<file path="config.mk">
export PLATFORM = sky130hd
export DESIGN_NAME = dss_spi_slave
export DESIGN_NICKNAME = d
export VERILOG_FILES = /design/src/dss_pkg.sv /design/src/dss_spi_slave.sv
export VERILOG_INCLUDE_DIRS = /design/src
export SDC_FILE = /design/constraint.sdc
export NUM_CORES = 1
export LEC_CHECK = 0
export BUFFER_PORTS_ARGS = -buffer_cell sky130_fd_sc_hd__buf_2
export CORE_ASPECT_RATIO = 1.5
export CORE_MARGIN = 2
export CORE_UTILIZATION = 58
export DETAILED_ROUTE_END_ITERATION = 16
export GPL_ROUTABILITY_DRIVEN = 0
export GPL_TIMING_DRIVEN = 1
export PLACE_DENSITY = 0.83
export SKIP_LAST_GASP = 1
export SLEW_MARGIN = 20
export SYNTH_ARGS = -nofsm -noshare
export SYNTH_HDL_FRONTEND = slang
export SYNTH_SLANG_ARGS = --single-unit
</file>
<file path="constraint.sdc">
create_clock -name clk_sys -period 2 [get_ports clk_sys]
set_input_delay 0.3 -clock clk_sys [delete_from_list [all_inputs] [get_ports clk_sys]]
set_output_delay 0.3 -clock clk_sys [all_outputs]
set_load 0.02 [all_outputs]
</file>
<file path="src/dss_cfg.svh">
// constants for the dual switch serial slave
`ifndef DSS_CFG_SVH
`define DSS_CFG_SVH
`define DSS_FRAME_BITS 8
`define DSS_CMD_MSB 7
`define DSS_CMD_LSB 4
`define DSS_DIAG_RESET 8'h00
`define DSS_CTRL_RESET 8'h00
`endif

</file>
<file path="src/dss_pkg.sv">
// types for the dual switch serial slave
`default_nettype none
package dss_pkg;
    // serial pins as they arrive and leave
    typedef struct packed {
        logic cs_n;
        logic sclk;
        logic si;
    } dss_pins_in_t;
    typedef struct packed {
        logic so;
        logic so_oe_n;
    } dss_pins_out_t;
    // frame delivered to the core
    typedef struct packed {
        logic valid;
        logic [7:0] data;
    } dss_frame_t;
endpackage
`default_nettype wire

</file>
<file path="src/dss_spi_slave.sv">
// serial control and diagnosis slave port of a dual channel low-side switch
`timescale 1ns/1ps
`default_nettype none
`include "dss_cfg.svh"
module dss_spi_slave #(
    parameter logic [3:0] SLEEP_CMD = 4'hf,
    parameter logic [15:0] VALID_CMDS = 16'hffff
) (
    input wire logic clk_sys,
    input wire logic rst,
    input wire dss_pkg::dss_pins_in_t pins_in,
    output var dss_pkg::dss_pins_out_t pins_out,
    input wire logic [7:0] diag_event,
    output logic [7:0] ctrl_out,
    output logic sleep_pulse,
    output logic [7:0] diag_flags
);
    import dss_pkg::*;

    // ************************************************
    // state
    // ************************************************
    typedef struct packed {
        logic [2:0] cs_s;
        logic [2:0] ck_s;
        logic [1:0] si_s;
        logic [7:0] shift;
        logic so;
        logic oe_n;
        logic [3:0] cnt;
        logic [7:0] diag;
        logic [7:0] ctrl;
        logic sleep;
    } dss_state_t;

    dss_state_t st_reg, st_next;
    // one-clock strobes and the select level taken from the synchronised pins
    logic cs_low, cs_fall, cs_rise, ck_fall, ck_rise;

    // edge detect only on the second and third stages, never the first
    assign cs_low = ~st_reg.cs_s[1];
    assign cs_fall = st_reg.cs_s[2] & ~st_reg.cs_s[1];
    assign cs_rise = ~st_reg.cs_s[2] & st_reg.cs_s[1];
    assign ck_fall = st_reg.ck_s[2] & ~st_reg.ck_s[1];
    assign ck_rise = ~st_reg.ck_s[2] & st_reg.ck_s[1];

    // command is valid if its bit in the mask is set
    function automatic logic cmd_ok(input logic [3:0] c);
        cmd_ok = VALID_CMDS[c];
    endfunction

    // command field of a received byte; decoded in several places
    function automatic logic [3:0] cmd_of(input logic [7:0] b);
        cmd_of = b[`DSS_CMD_MSB:`DSS_CMD_LSB];
    endfunction

    // falling clock edges that make a whole frame; a chain saturates here
    localparam logic [3:0] FULL_CNT = 4'(`DSS_FRAME_BITS);

    // ************************************************
    // next state
    // ************************************************
    always_comb begin
        st_next = st_reg;
        st_next.sleep = 1'b0;
        // two flops before any logic reads a pin
        st_next.cs_s = {st_reg.cs_s[1:0], pins_in.cs_n};
        st_next.ck_s = {st_reg.ck_s[1:0], pins_in.sclk};
        st_next.si_s = {st_reg.si_s[0], pins_in.si};
        // latch events; set wins over the clear below
        st_next.diag = st_reg.diag | diag_event;
        // select fall: reload from the flags and drive the msb at once
        if (cs_fall) begin
            st_next.shift = st_reg.diag | diag_event;
            st_next.so = st_next.shift[`DSS_FRAME_BITS-1];
            st_next.oe_n = 1'b0;
            st_next.cnt = 4'h0;
        end else if (cs_low && st_reg.oe_n == 1'b0) begin
            if (ck_fall) begin
                // sample; si already settled for a whole high phase
                st_next.shift = {st_reg.shift[6:0], st_reg.si_s[1]};
                if (st_reg.cnt != FULL_CNT) begin
                    st_next.cnt = st_reg.cnt + 4'h1;
                end
            end
            // the new bit shows a few clocks after the pin edge, well inside a half period
            if (ck_rise) begin
                st_next.so = st_reg.shift[`DSS_FRAME_BITS-1];
            end
        end
        // select rise: float the output, then judge the frame
        if (cs_rise) begin
            st_next.oe_n = 1'b1;
            // only a full frame counts; longer chain frames keep last eight
            if (st_reg.cnt == FULL_CNT) begin
                st_next.diag = diag_event;
                if (cmd_ok(cmd_of(st_reg.shift))) begin
                    st_next.ctrl = st_reg.shift;
                    if (cmd_of(st_reg.shift) == SLEEP_CMD) begin
                        st_next.sleep = 1'b1;
                    end
                end
            end
        end
        // sleep restores the registers to defaults
        if (st_reg.sleep) begin
            st_next.ctrl = `DSS_CTRL_RESET;
            st_next.diag = `DSS_DIAG_RESET | diag_event;
        end
    end

    // ************************************************
    // registers
    // ************************************************
    always_ff @(posedge clk_sys) begin
        if (rst) begin
            st_reg <= '0;
            // select sync preset to idle high, so release gives no false fall
            st_reg.cs_s <= 3'h7;
            st_reg.oe_n <= 1'b1;
            st_reg.diag <= `DSS_DIAG_RESET;
            st_reg.ctrl <= `DSS_CTRL_RESET;
        end else begin
            st_reg <= st_next;
        end
    end

    // outputs come straight from the state flops, so pins never glitch
    assign pins_out.so = st_reg.so;
    assign pins_out.so_oe_n = st_reg.oe_n;
    assign ctrl_out = st_reg.ctrl;
    assign sleep_pulse = st_reg.sleep;
    assign diag_flags = st_reg.diag;

    // ************************************************
    // checks
    // ************************************************
    // pin and shifter behaviour around select
    a_float_idle: assert property (@(posedge clk_sys) disable iff (rst)
        st_reg.cs_s[2] && st_reg.cs_s[1] |-> ##1 pins_out.so_oe_n)
        else $error("output driven while select high");
    a_drive_fall: assert property (@(posedge clk_sys) disable iff (rst)
        cs_fall |=> !pins_out.so_oe_n)
        else $error("output not driven after select fall");
    a_oe_rise: assert property (@(posedge clk_sys) disable iff (rst)
        cs_rise |=> pins_out.so_oe_n)
        else $error("output still driven after select rise");
    a_idle_shift: assert property (@(posedge clk_sys) disable iff (rst)
        st_reg.cs_s[1] |=> $stable(st_reg.shift))
        else $error("shifter moved while deselected");
    // shifting
    a_fresh_cnt: assert property (@(posedge clk_sys) disable iff (rst)
        cs_fall |=> st_reg.cnt == 4'h0)
        else $error("bit count not restarted");
    a_load_diag: assert property (@(posedge clk_sys) disable iff (rst)
        cs_fall |=> st_reg.shift == ($past(st_reg.diag) | $past(diag_event)))
        else $error("diagnosis not loaded");
    a_shift_in: assert property (@(posedge clk_sys) disable iff (rst)
        cs_low && !st_reg.oe_n && ck_fall && !cs_fall
        |=> st_reg.shift[0] == $past(st_reg.si_s[1]))
        else $error("input bit not captured");
    a_shift_out: assert property (@(posedge clk_sys) disable iff (rst)
        cs_low && !st_reg.oe_n && ck_rise && !cs_fall && !cs_rise
        |=> pins_out.so == $past(st_reg.shift[7]))
        else $error("output bit not advanced");
    a_so_hold: assert property (@(posedge clk_sys) disable iff (rst)
        !cs_fall && !ck_rise |=> $stable(pins_out.so))
        else $error("output bit moved without clock rise");
    a_cnt_max: assert property (@(posedge clk_sys) disable iff (rst)
        st_reg.cnt <= FULL_CNT)
        else $error("bit count ran past a frame");
    // frame acceptance and flags
    a_ctrl_load: assert property (@(posedge clk_sys) disable iff (rst)
        cs_rise && st_reg.cnt == FULL_CNT && cmd_ok(cmd_of(st_reg.shift)) && !st_reg.sleep
        |=> ctrl_out == $past(st_reg.shift))
        else $error("control not updated");
    a_ctrl_hold: assert property (@(posedge clk_sys) disable iff (rst)
        !cs_rise && !st_reg.sleep |=> $stable(ctrl_out))
        else $error("control changed outside frame end");
    a_refuse_cmd: assert property (@(posedge clk_sys) disable iff (rst)
        cs_rise && !cmd_ok(cmd_of(st_reg.shift)) && !st_reg.sleep |=> $stable(ctrl_out))
        else $error("invalid command acted upon");
    a_short_keep: assert property (@(posedge clk_sys) disable iff (rst)
        cs_rise && st_reg.cnt != FULL_CNT && !st_reg.sleep |=> $stable(ctrl_out))
        else $error("short frame acted upon");
    a_diag_clear: assert property (@(posedge clk_sys) disable iff (rst)
        cs_rise && st_reg.cnt == FULL_CNT |=> diag_flags == $past(diag_event))
        else $error("diagnosis not cleared");
    a_diag_keep: assert property (@(posedge clk_sys) disable iff (rst)
        !cs_rise && !st_reg.sleep
        |=> (diag_flags & $past(st_reg.diag)) == $past(st_reg.diag))
        else $error("diagnosis flag lost");
    a_sleep_rst: assert property (@(posedge clk_sys) disable iff (rst)
        sleep_pulse |=> ctrl_out == `DSS_CTRL_RESET)
        else $error("sleep did not reset control");
    a_sleep_once: assert property (@(posedge clk_sys) disable iff (rst)
        sleep_pulse |=> !sleep_pulse)
        else $error("sleep pulse longer than one cycle");
    // main scenarios
    c_frame: cover property (@(posedge clk_sys) disable iff (rst)
        cs_rise && st_reg.cnt == FULL_CNT);
    c_sleep: cover property (@(posedge clk_sys) disable iff (rst) sleep_pulse);
    c_short: cover property (@(posedge clk_sys) disable iff (rst)
        cs_rise && st_reg.cnt != FULL_CNT);
    c_refused: cover property (@(posedge clk_sys) disable iff (rst)
        cs_rise && st_reg.cnt == FULL_CNT && !cmd_ok(cmd_of(st_reg.shift)));
    c_idle_clock: cover property (@(posedge clk_sys) disable iff (rst)
        ck_rise && !cs_low);
endmodule // dss_spi_slave
`default_nettype wire

</file>
==> results of run 1 <==
path summary, 6_finish.rpt:
path | from | endpoint | depth (start not counted)
worst min-delay path | pins_in[2] | st_next[37] | 2
worst max register to register | st_next[38] | st_reg[26] | 4
worst min register to register | st_next[34] | st_next[35] | 1
worst max-delay path | st_next[38] | st_reg[26] | 4
layer usage:
metal	part of all wire	track usage	vias up
met5	0	0	-
met4	0.023	0.102	0
met3	0.048	0.0703	9
met2	0.53	0.348	35
met1	0.40	0.238	560
li1	-	-	616
cells in the mapped netlist:
cell type / n / area, um2
dfxtp_1: 39 / 781
nand2_1: 26 / 97.6
a21oi_1: 19 / 95.1
buf_4: 18 / 135
nor2_1: 13 / 48.8
a21oi_2: 8 / 70.1
o211ai_2: 7 / 87.6
or3_1: 7 / 43.8
nor2b_1: 6 / 37.5
or2_1: 5 / 31.3
clkbuf_1: 4 / 15.0
nand2b_1: 3 / 18.8
buf_2: 2 / 10.0
ha_1: 2 / 25.0
inv_1: 2 / 7.51
mux2i_1: 2 / 20.0
nand3_1: 2 / 10.0
nand4_1: 2 / 12.5
xor2_1: 2 / 17.5
a21o_1: 1 / 7.51
and2_1: 1 / 6.26
and2b_1: 1 / 7.51
and3b_1: 1 / 8.76
buf_1: 1 / 3.75
buf_6: 1 / 11.3
nand3b_1: 1 / 7.51
nor3_1: 1 / 5.00
nor4b_1: 1 / 8.76
nor4b_4: 1 / 23.8
o21ai_1: 1 / 5.00
xnor2_1: 1 / 8.76
cell families after synthesis:
logic type,share of synthesized area
simple gates,0.221
xor+xnor,0.0158
fa+ha+maj,0.0150
compound gates,0.159
buf+inv,0.110
mux,0.0120
flops,0.468
area by class of cell:
cell class / count / area share
flip-flops and latches: 39 / 0.429
inverters: 2 / 0.00413
clock buffers: 6 / 0.0454
repair buffers: 32 / 0.0894
multi-input cells: 114 / 0.387
clock inverters: 2 / 0.0193
well taps: 37 / 0.0254
placed cells by master, fill, tap and decap left out, drive strengths merged, types with 2 or more instances in the layout:
master	count
buf	32
dfxtp	39
nor4b	2
inv	2
nand2	26
ha	2
nand4	2
xor2	2
a21oi	27
o211ai	7
nand3	2
clkbuf	6
nor2b	6
mux2i	2
or2	5
nand2b	3
nor2	13
or3	7
power by group:
| part | internal (uW) | switching, uW | leakage (uW) |
|---|---|---|---|
| clock network | 403 | 263 | 0.0000612 |
| logic | 37.8 | 61.4 | 0.000320 |
| registers | 800 | 16.9 | 0.000319 |
through the flow:
stage / util / power (uW) / hold WS (ns) / area (um2)
2_1_floorplan: - / 917 / 0.383 / 1670
3_3_place_gp: 0.629 / 928 / 0.391 / 1700
3_5_place_dp: 0.629 / 934 / 0.398 / 1700
4_1_cts: 0.673 / 1600 / 0.184 / 1820
5_1_grt: 0.673 / 1640 / 0.214 / 1820
6_report: 0.673 / 1580 / 0.189 / 1820
==> results.sh, run 1 <==
export IMPL_outcome="finished clean"
export IMPL_post_cts_setup_buffers=0
export IMPL_yosys_warnings=0
export IMPL_critPathTopFamily="simple AND/OR/NAND/NOR gates"
export IMPL_multi_input_comb_area_um2=704
export IMPL_arrival_ns=1.82
export IMPL_final_antenna_net_count=0
export IMPL_rrSetupSlack_ns=0.41
export IMPL_stdcell_count=232
export IMPL_synth_fp_nets=196
export IMPL_start_kind="flip-flop"
export IMPL_cts_tree="done"
export IMPL_finClkSkew_ns=0.00659
export IMPL_slowest_stage="nor4b_4"
export IMPL_wl_mm=2.99
export IMPL_fillerInstances=237
export IMPL_antenna_found_initial=0
export IMPL_grt_max_degree=29
export IMPL_core_um2=2710
export IMPL_powerDensity_nw_per_um2=870
export IMPL_crit_fanout=7
export IMPL_synthCells=181
export IMPL_drt_iter0_drc=33
export IMPL_fp_dieW_um=47.8
export IMPL_dp_cells=224
export IMPL_slew_violations=0
export IMPL_cts_root_buf="clkbuf_8"
export IMPL_critPathMaxStageDelay_ns=0.44
export IMPL_ys_ff_latch=39
export IMPL_largest_reg_flops=15
export IMPL_setup_slack_ns=0.409
export IMPL_max_vdd_ir_drop_mv=0.764
export IMPL_fin_crit_sh=0.795
export IMPL_start_util=0.617
export IMPL_track_usage=0.215
export IMPL_wl_per_cell_um=12.9
export IMPL_max_freq_ghz=0.629
export IMPL_leakage_uw=0.000700
export IMPL_io_pins=32
export IMPL_hold_class="in2reg"
export IMPL_critPathCaptureType="flip-flop"
export IMPL_dp_hpwl_mm=2.24
export IMPL_cts_path_max_buffers=2
export IMPL_syn_to_final_growth_pct=9.08
export IMPL_numClockSinks=39
export IMPL_cp_num_buf_inv=0
export IMPL_route_detailed_drc=0
export IMPL_cts_hold_buf=0
export IMPL_die_h_um=69.7
export IMPL_htreeDepth=2
export IMPL_grt_pass1_vias=1176
export IMPL_vias=1220
export IMPL_tightestPinTransition_ns=0.521
export IMPL_path_class="reg2reg"
export IMPL_setup_viol=0
export IMPL_clkTransAtPathRegs_ns=0.08
export IMPL_critical_path_cell_chain="nor4b_4 -> or2_1 -> o211ai_2 -> a21oi_2"
export IMPL_yosysUniqueCellTypes=31
export IMPL_final_hold_viol_count=0
export IMPL_clkLatencyLatePin_ns=0.29
export IMPL_antenna_cells=0
export IMPL_drive_above_1_share=0.287
export IMPL_ff_latch_area_um2=781
export IMPL_dpl_worst_slack_ns=0.422
export IMPL_std_cell_rows=23
export IMPL_min_period_ns=1.59
export IMPL_yosysSeqAreaShare=0.468
export IMPL_dieArea_um2=3330
export IMPL_syn_area_per_cell_um2=9.21
export IMPL_vias_per_cell=5.26
export IMPL_cts_resized_gates=0
export IMPL_cts_buffers=5
export IMPL_grt_pass1_wl_mm=5.20
export IMPL_rsz0062_at_grt="false"
export IMPL_first_pass_iters=6
export IMPL_portBuffers=31
export IMPL_grt_overflow=0
export IMPL_tns_ns=0
export IMPL_cap_viol_max_count=0
export IMPL_synth_area_um2=1670
export IMPL_fin_nets=209
export IMPL_relSlewSlack=0.653
export IMPL_cp_required_ns=2.23
(Power assumes the default switching activity.)
==> run 2: changes to the inputs <==
--- a/config.mk
+++ b/config.mk
@@ -6,14 +6,15 @@
 export SDC_FILE = /design/constraint.sdc
 export NUM_CORES = 1
 export LEC_CHECK = 0
+export ABC_AREA = 1
 export BUFFER_PORTS_ARGS = -buffer_cell sky130_fd_sc_hd__buf_2
 export CORE_ASPECT_RATIO = 1.5
 export CORE_MARGIN = 2
-export CORE_UTILIZATION = 58
+export CORE_UTILIZATION = 55
 export DETAILED_ROUTE_END_ITERATION = 16
 export GPL_ROUTABILITY_DRIVEN = 0
 export GPL_TIMING_DRIVEN = 1
-export PLACE_DENSITY = 0.83
+export PLACE_DENSITY = 0.79
 export SKIP_LAST_GASP = 1
 export SLEW_MARGIN = 20
 export SYNTH_ARGS = -nofsm -noshare
==> constraint.sdc (replaced) <==
create_clock -name clk_sys -period 1.5 [get_ports clk_sys]
set_input_delay 0.225 -clock clk_sys [delete_from_list [all_inputs] [get_ports clk_sys]]
set_output_delay 0.225 -clock clk_sys [all_outputs]
set_load 0.02 [all_outputs]
==> run 2 against run 1 <==
Routed wire length rose by 9.2%. Highest routed layer unchanged. Global-route usage fell by 2.4 points. Sequential share of layout area fell by 4.0 points. Register-to-register slack got worse by 0.28 ns. Largest cell class unchanged. Worst setup slack got worse by 0.28 ns.
==> results.sh, run 2 <==
export IMPL_track_usage=0.191
export IMPL_synth_area_um2=1820
export IMPL_final_cell_mix="nand2_1 (67), dfxtp_1 (39), inv_1 (33)"
export IMPL_largest_reg_flops=15
export IMPL_syn_to_final_growth_pct=10.0
export IMPL_antenna_cells=0
export IMPL_wl_per_cell_um=10.6
export IMPL_min_period_ns=1.37
export IMPL_leakage_uw=0.000976
export IMPL_drt_iter0_drc=35
export IMPL_hold_slack_ns=0.121
export IMPL_finClkSkew_ns=0.00630
export IMPL_critical_path_cell_chain="inv_1 -> ha_1 -> nand2_1 -> nor2_4 -> nand2_4 -> clkinv_4 -> nor2_1 -> nor2_1"
export IMPL_slew_violations=0
export IMPL_start_kind="flip-flop"
export IMPL_cap_viol_max_count=0
export IMPL_drive_above_1_share=0.243
export IMPL_die_h_um=74.5
export IMPL_std_cell_rows=25
export IMPL_syn_area_per_cell_um2=7.33
export IMPL_busiest_layer="met2"
export IMPL_io_pins=32
export IMPL_critPathCaptureType="flip-flop"
export IMPL_critPathMaxStageDelay_ns=0.39
export IMPL_relSlewSlack=0.698
export IMPL_setup_viol=0
export IMPL_tightestPinTransition_ns=0.452
export IMPL_cts_hold_buf=0
export IMPL_final_hold_viol_count=0
export IMPL_final_antenna_net_count=0
export IMPL_htreeDepth=2
export IMPL_antenna_found_initial=0
export IMPL_synth_area_leaders="dfxtp_1 (43%), nand2_1 (14%), buf_4 (7.4%)"
export IMPL_max_vdd_ir_drop_mv=1.13
export IMPL_synth_most_common_cell="nand2_1"
export IMPL_yosysUniqueCellTypes=25
export IMPL_clkTransAtPathRegs_ns=0.07
export IMPL_gr_usage_met2=0.351
export IMPL_final_common_cell="nand2_1"
export IMPL_yosysTopAreaCell="dfxtp_1"
export IMPL_grt_pass1_vias=1346
export IMPL_fillerInstances=309
export IMPL_ys_flop_type="dfxtp_1"
export IMPL_ff_latch_area_um2=781
export IMPL_fin_crit_sh=0.915
export IMPL_grt_overflow=0
export IMPL_cp_required_ns=1.69
export IMPL_powerDensity_nw_per_um2=1060
export IMPL_synth_edff_count=0
export IMPL_postSynth_asyncResetShare=0
export IMPL_placed_cell_area_um2=1880
export IMPL_numClockSinks=39
export IMPL_ys_ff_latch=39
export IMPL_grt_max_degree=17
export IMPL_outcome="finished clean"
export IMPL_synth_top_area_share=0.428
export IMPL_use_met1=0.201
export IMPL_critical_path_most_common_cell="nor2_1"
export IMPL_yosys_top_cells_count="nand2_1 (67), dfxtp_1 (39), inv_1 (33)"
export IMPL_fp_dieW_um=51.0
export IMPL_globalRouteMet3Util=0.0402
export IMPL_design_area_um2=2010
export IMPL_portBuffers=31
export IMPL_setup_worst_path_start="st_reg[17]"
export IMPL_hold_class="in2reg"
export IMPL_dieArea_um2=3800
export IMPL_cts_tree="done"
export IMPL_cts_path_max_buffers=2
export IMPL_vias_per_cell=4.88
export IMPL_multi_input_comb_area_um2=756
export IMPL_core_um2=3160
export IMPL_synth_fp_nets=264
export IMPL_max_freq_ghz=0.728
export IMPL_route_detailed_drc=0
export IMPL_r2r_start="st_reg[17]"
export IMPL_dp_hpwl_mm=2.44
export IMPL_grt_pass1_wl_mm=5.47
export IMPL_first_pass_iters=4
export IMPL_slowest_stage="dfxtp_1"
export IMPL_min_from="pins_in[2]"
export IMPL_cts_buffers=5
export IMPL_clkLatencyLatePin_ns=0.29
export IMPL_cts_root_buf="clkbuf_8"
export IMPL_yosys_warnings=0
export IMPL_arrival_ns=1.56
export IMPL_path_class="reg2reg"
export IMPL_synthCells=249
export IMPL_yosysSeqAreaShare=0.428
export IMPL_vias=1502
export IMPL_wl_mm=3.27
export IMPL_start_util=0.577
export IMPL_crit_fanout=10
export IMPL_fin_nets=282
[run 2: changes by cell type after synthesis, moves of 7 or more]
cell / change
nand3_1: +9
or3_1: -7
nor2_1: +8
nand2_2: +7
nand2_1: +41
inv_1: +31
o211ai_2: -7
[run 2: kinds of logic (layout without fill, tap and decap cells)]
kind of cell	Yosys count	count (layout)	synth area share
xor+xnor	1	1	0.00480
simple gates	120	120	0.299
flops	39	39	0.428
buf+inv	57	76	0.163
fa+ha+maj	2	2	0.0137
compound gates	30	30	0.0912
[run 2: power by group]
group | switching, uW | leakage (uW) | internal (uW)
combinational | 106 | 0.000596 | 57.3
sequential | 17.0 | 0.000319 | 1060
clock | 354 | 0.0000612 | 538
[run 2: layout make-up]
cell class / count / share of cell area
Clock buffer: 6 / 0.0411
Clock inverter: 2 / 0.0175
Inverter: 36 / 0.0698
Multi-Input combinational cell: 153 / 0.377
Sequential cell: 39 / 0.389
Tap cell: 40 / 0.0249
Timing Repair Buffer: 32 / 0.0810
[run 2: repair_timing]
item / in CTS / in global routing
gates resized for setup: 0 / 3
buffers inserted: 0 / 0
setup endpoints to repair: 0 / 12
[run 2: critical path: cells and delay by family, from the launching register on]
family	cells	cell delay (ns)
and+or+nand+nor	5	0.46
adders and majority gates	1	0.22
buffers and inverters	2	0.19
DFF	1	0.39
[run 2: metal layers]
metal | share of wire | vias up
li1 | - | 786
met2 | 0.52 | 37
met1 | 0.41 | 672
met5 | 0 | -
met4 | 0.021 | 0
met3 | 0.045 | 7
[run 2: worst paths after layout]
kind | endpoint | slack [ns] | cells past startpoint
setup reg to reg | ctrl_out[0] | 0.13 | 8
hold reg to reg | st_reg[32] | 0.41 | 2
setup / recovery | ctrl_out[0] | 0.13 | 8
hold / removal | st_next[37] | 0.12 | 2
[run 2: stage by stage]
stage | power (uW) | utilization | worst slack, ns | TNS [ns] | cells
2_1_floorplan | 1240 | - | 0.325 | 0 | 249
3_3_place_gp | 1260 | 0.595 | 0.231 | 0 | 300
3_5_place_dp | 1270 | 0.595 | 0.179 | 0 | 300
4_1_cts | 2160 | 0.632 | 0.115 | 0 | 308
5_1_grt | 2210 | 0.635 | -0.00517 | -0.0130 | 308
6_report | 2140 | 0.635 | 0.127 | 0 | 308
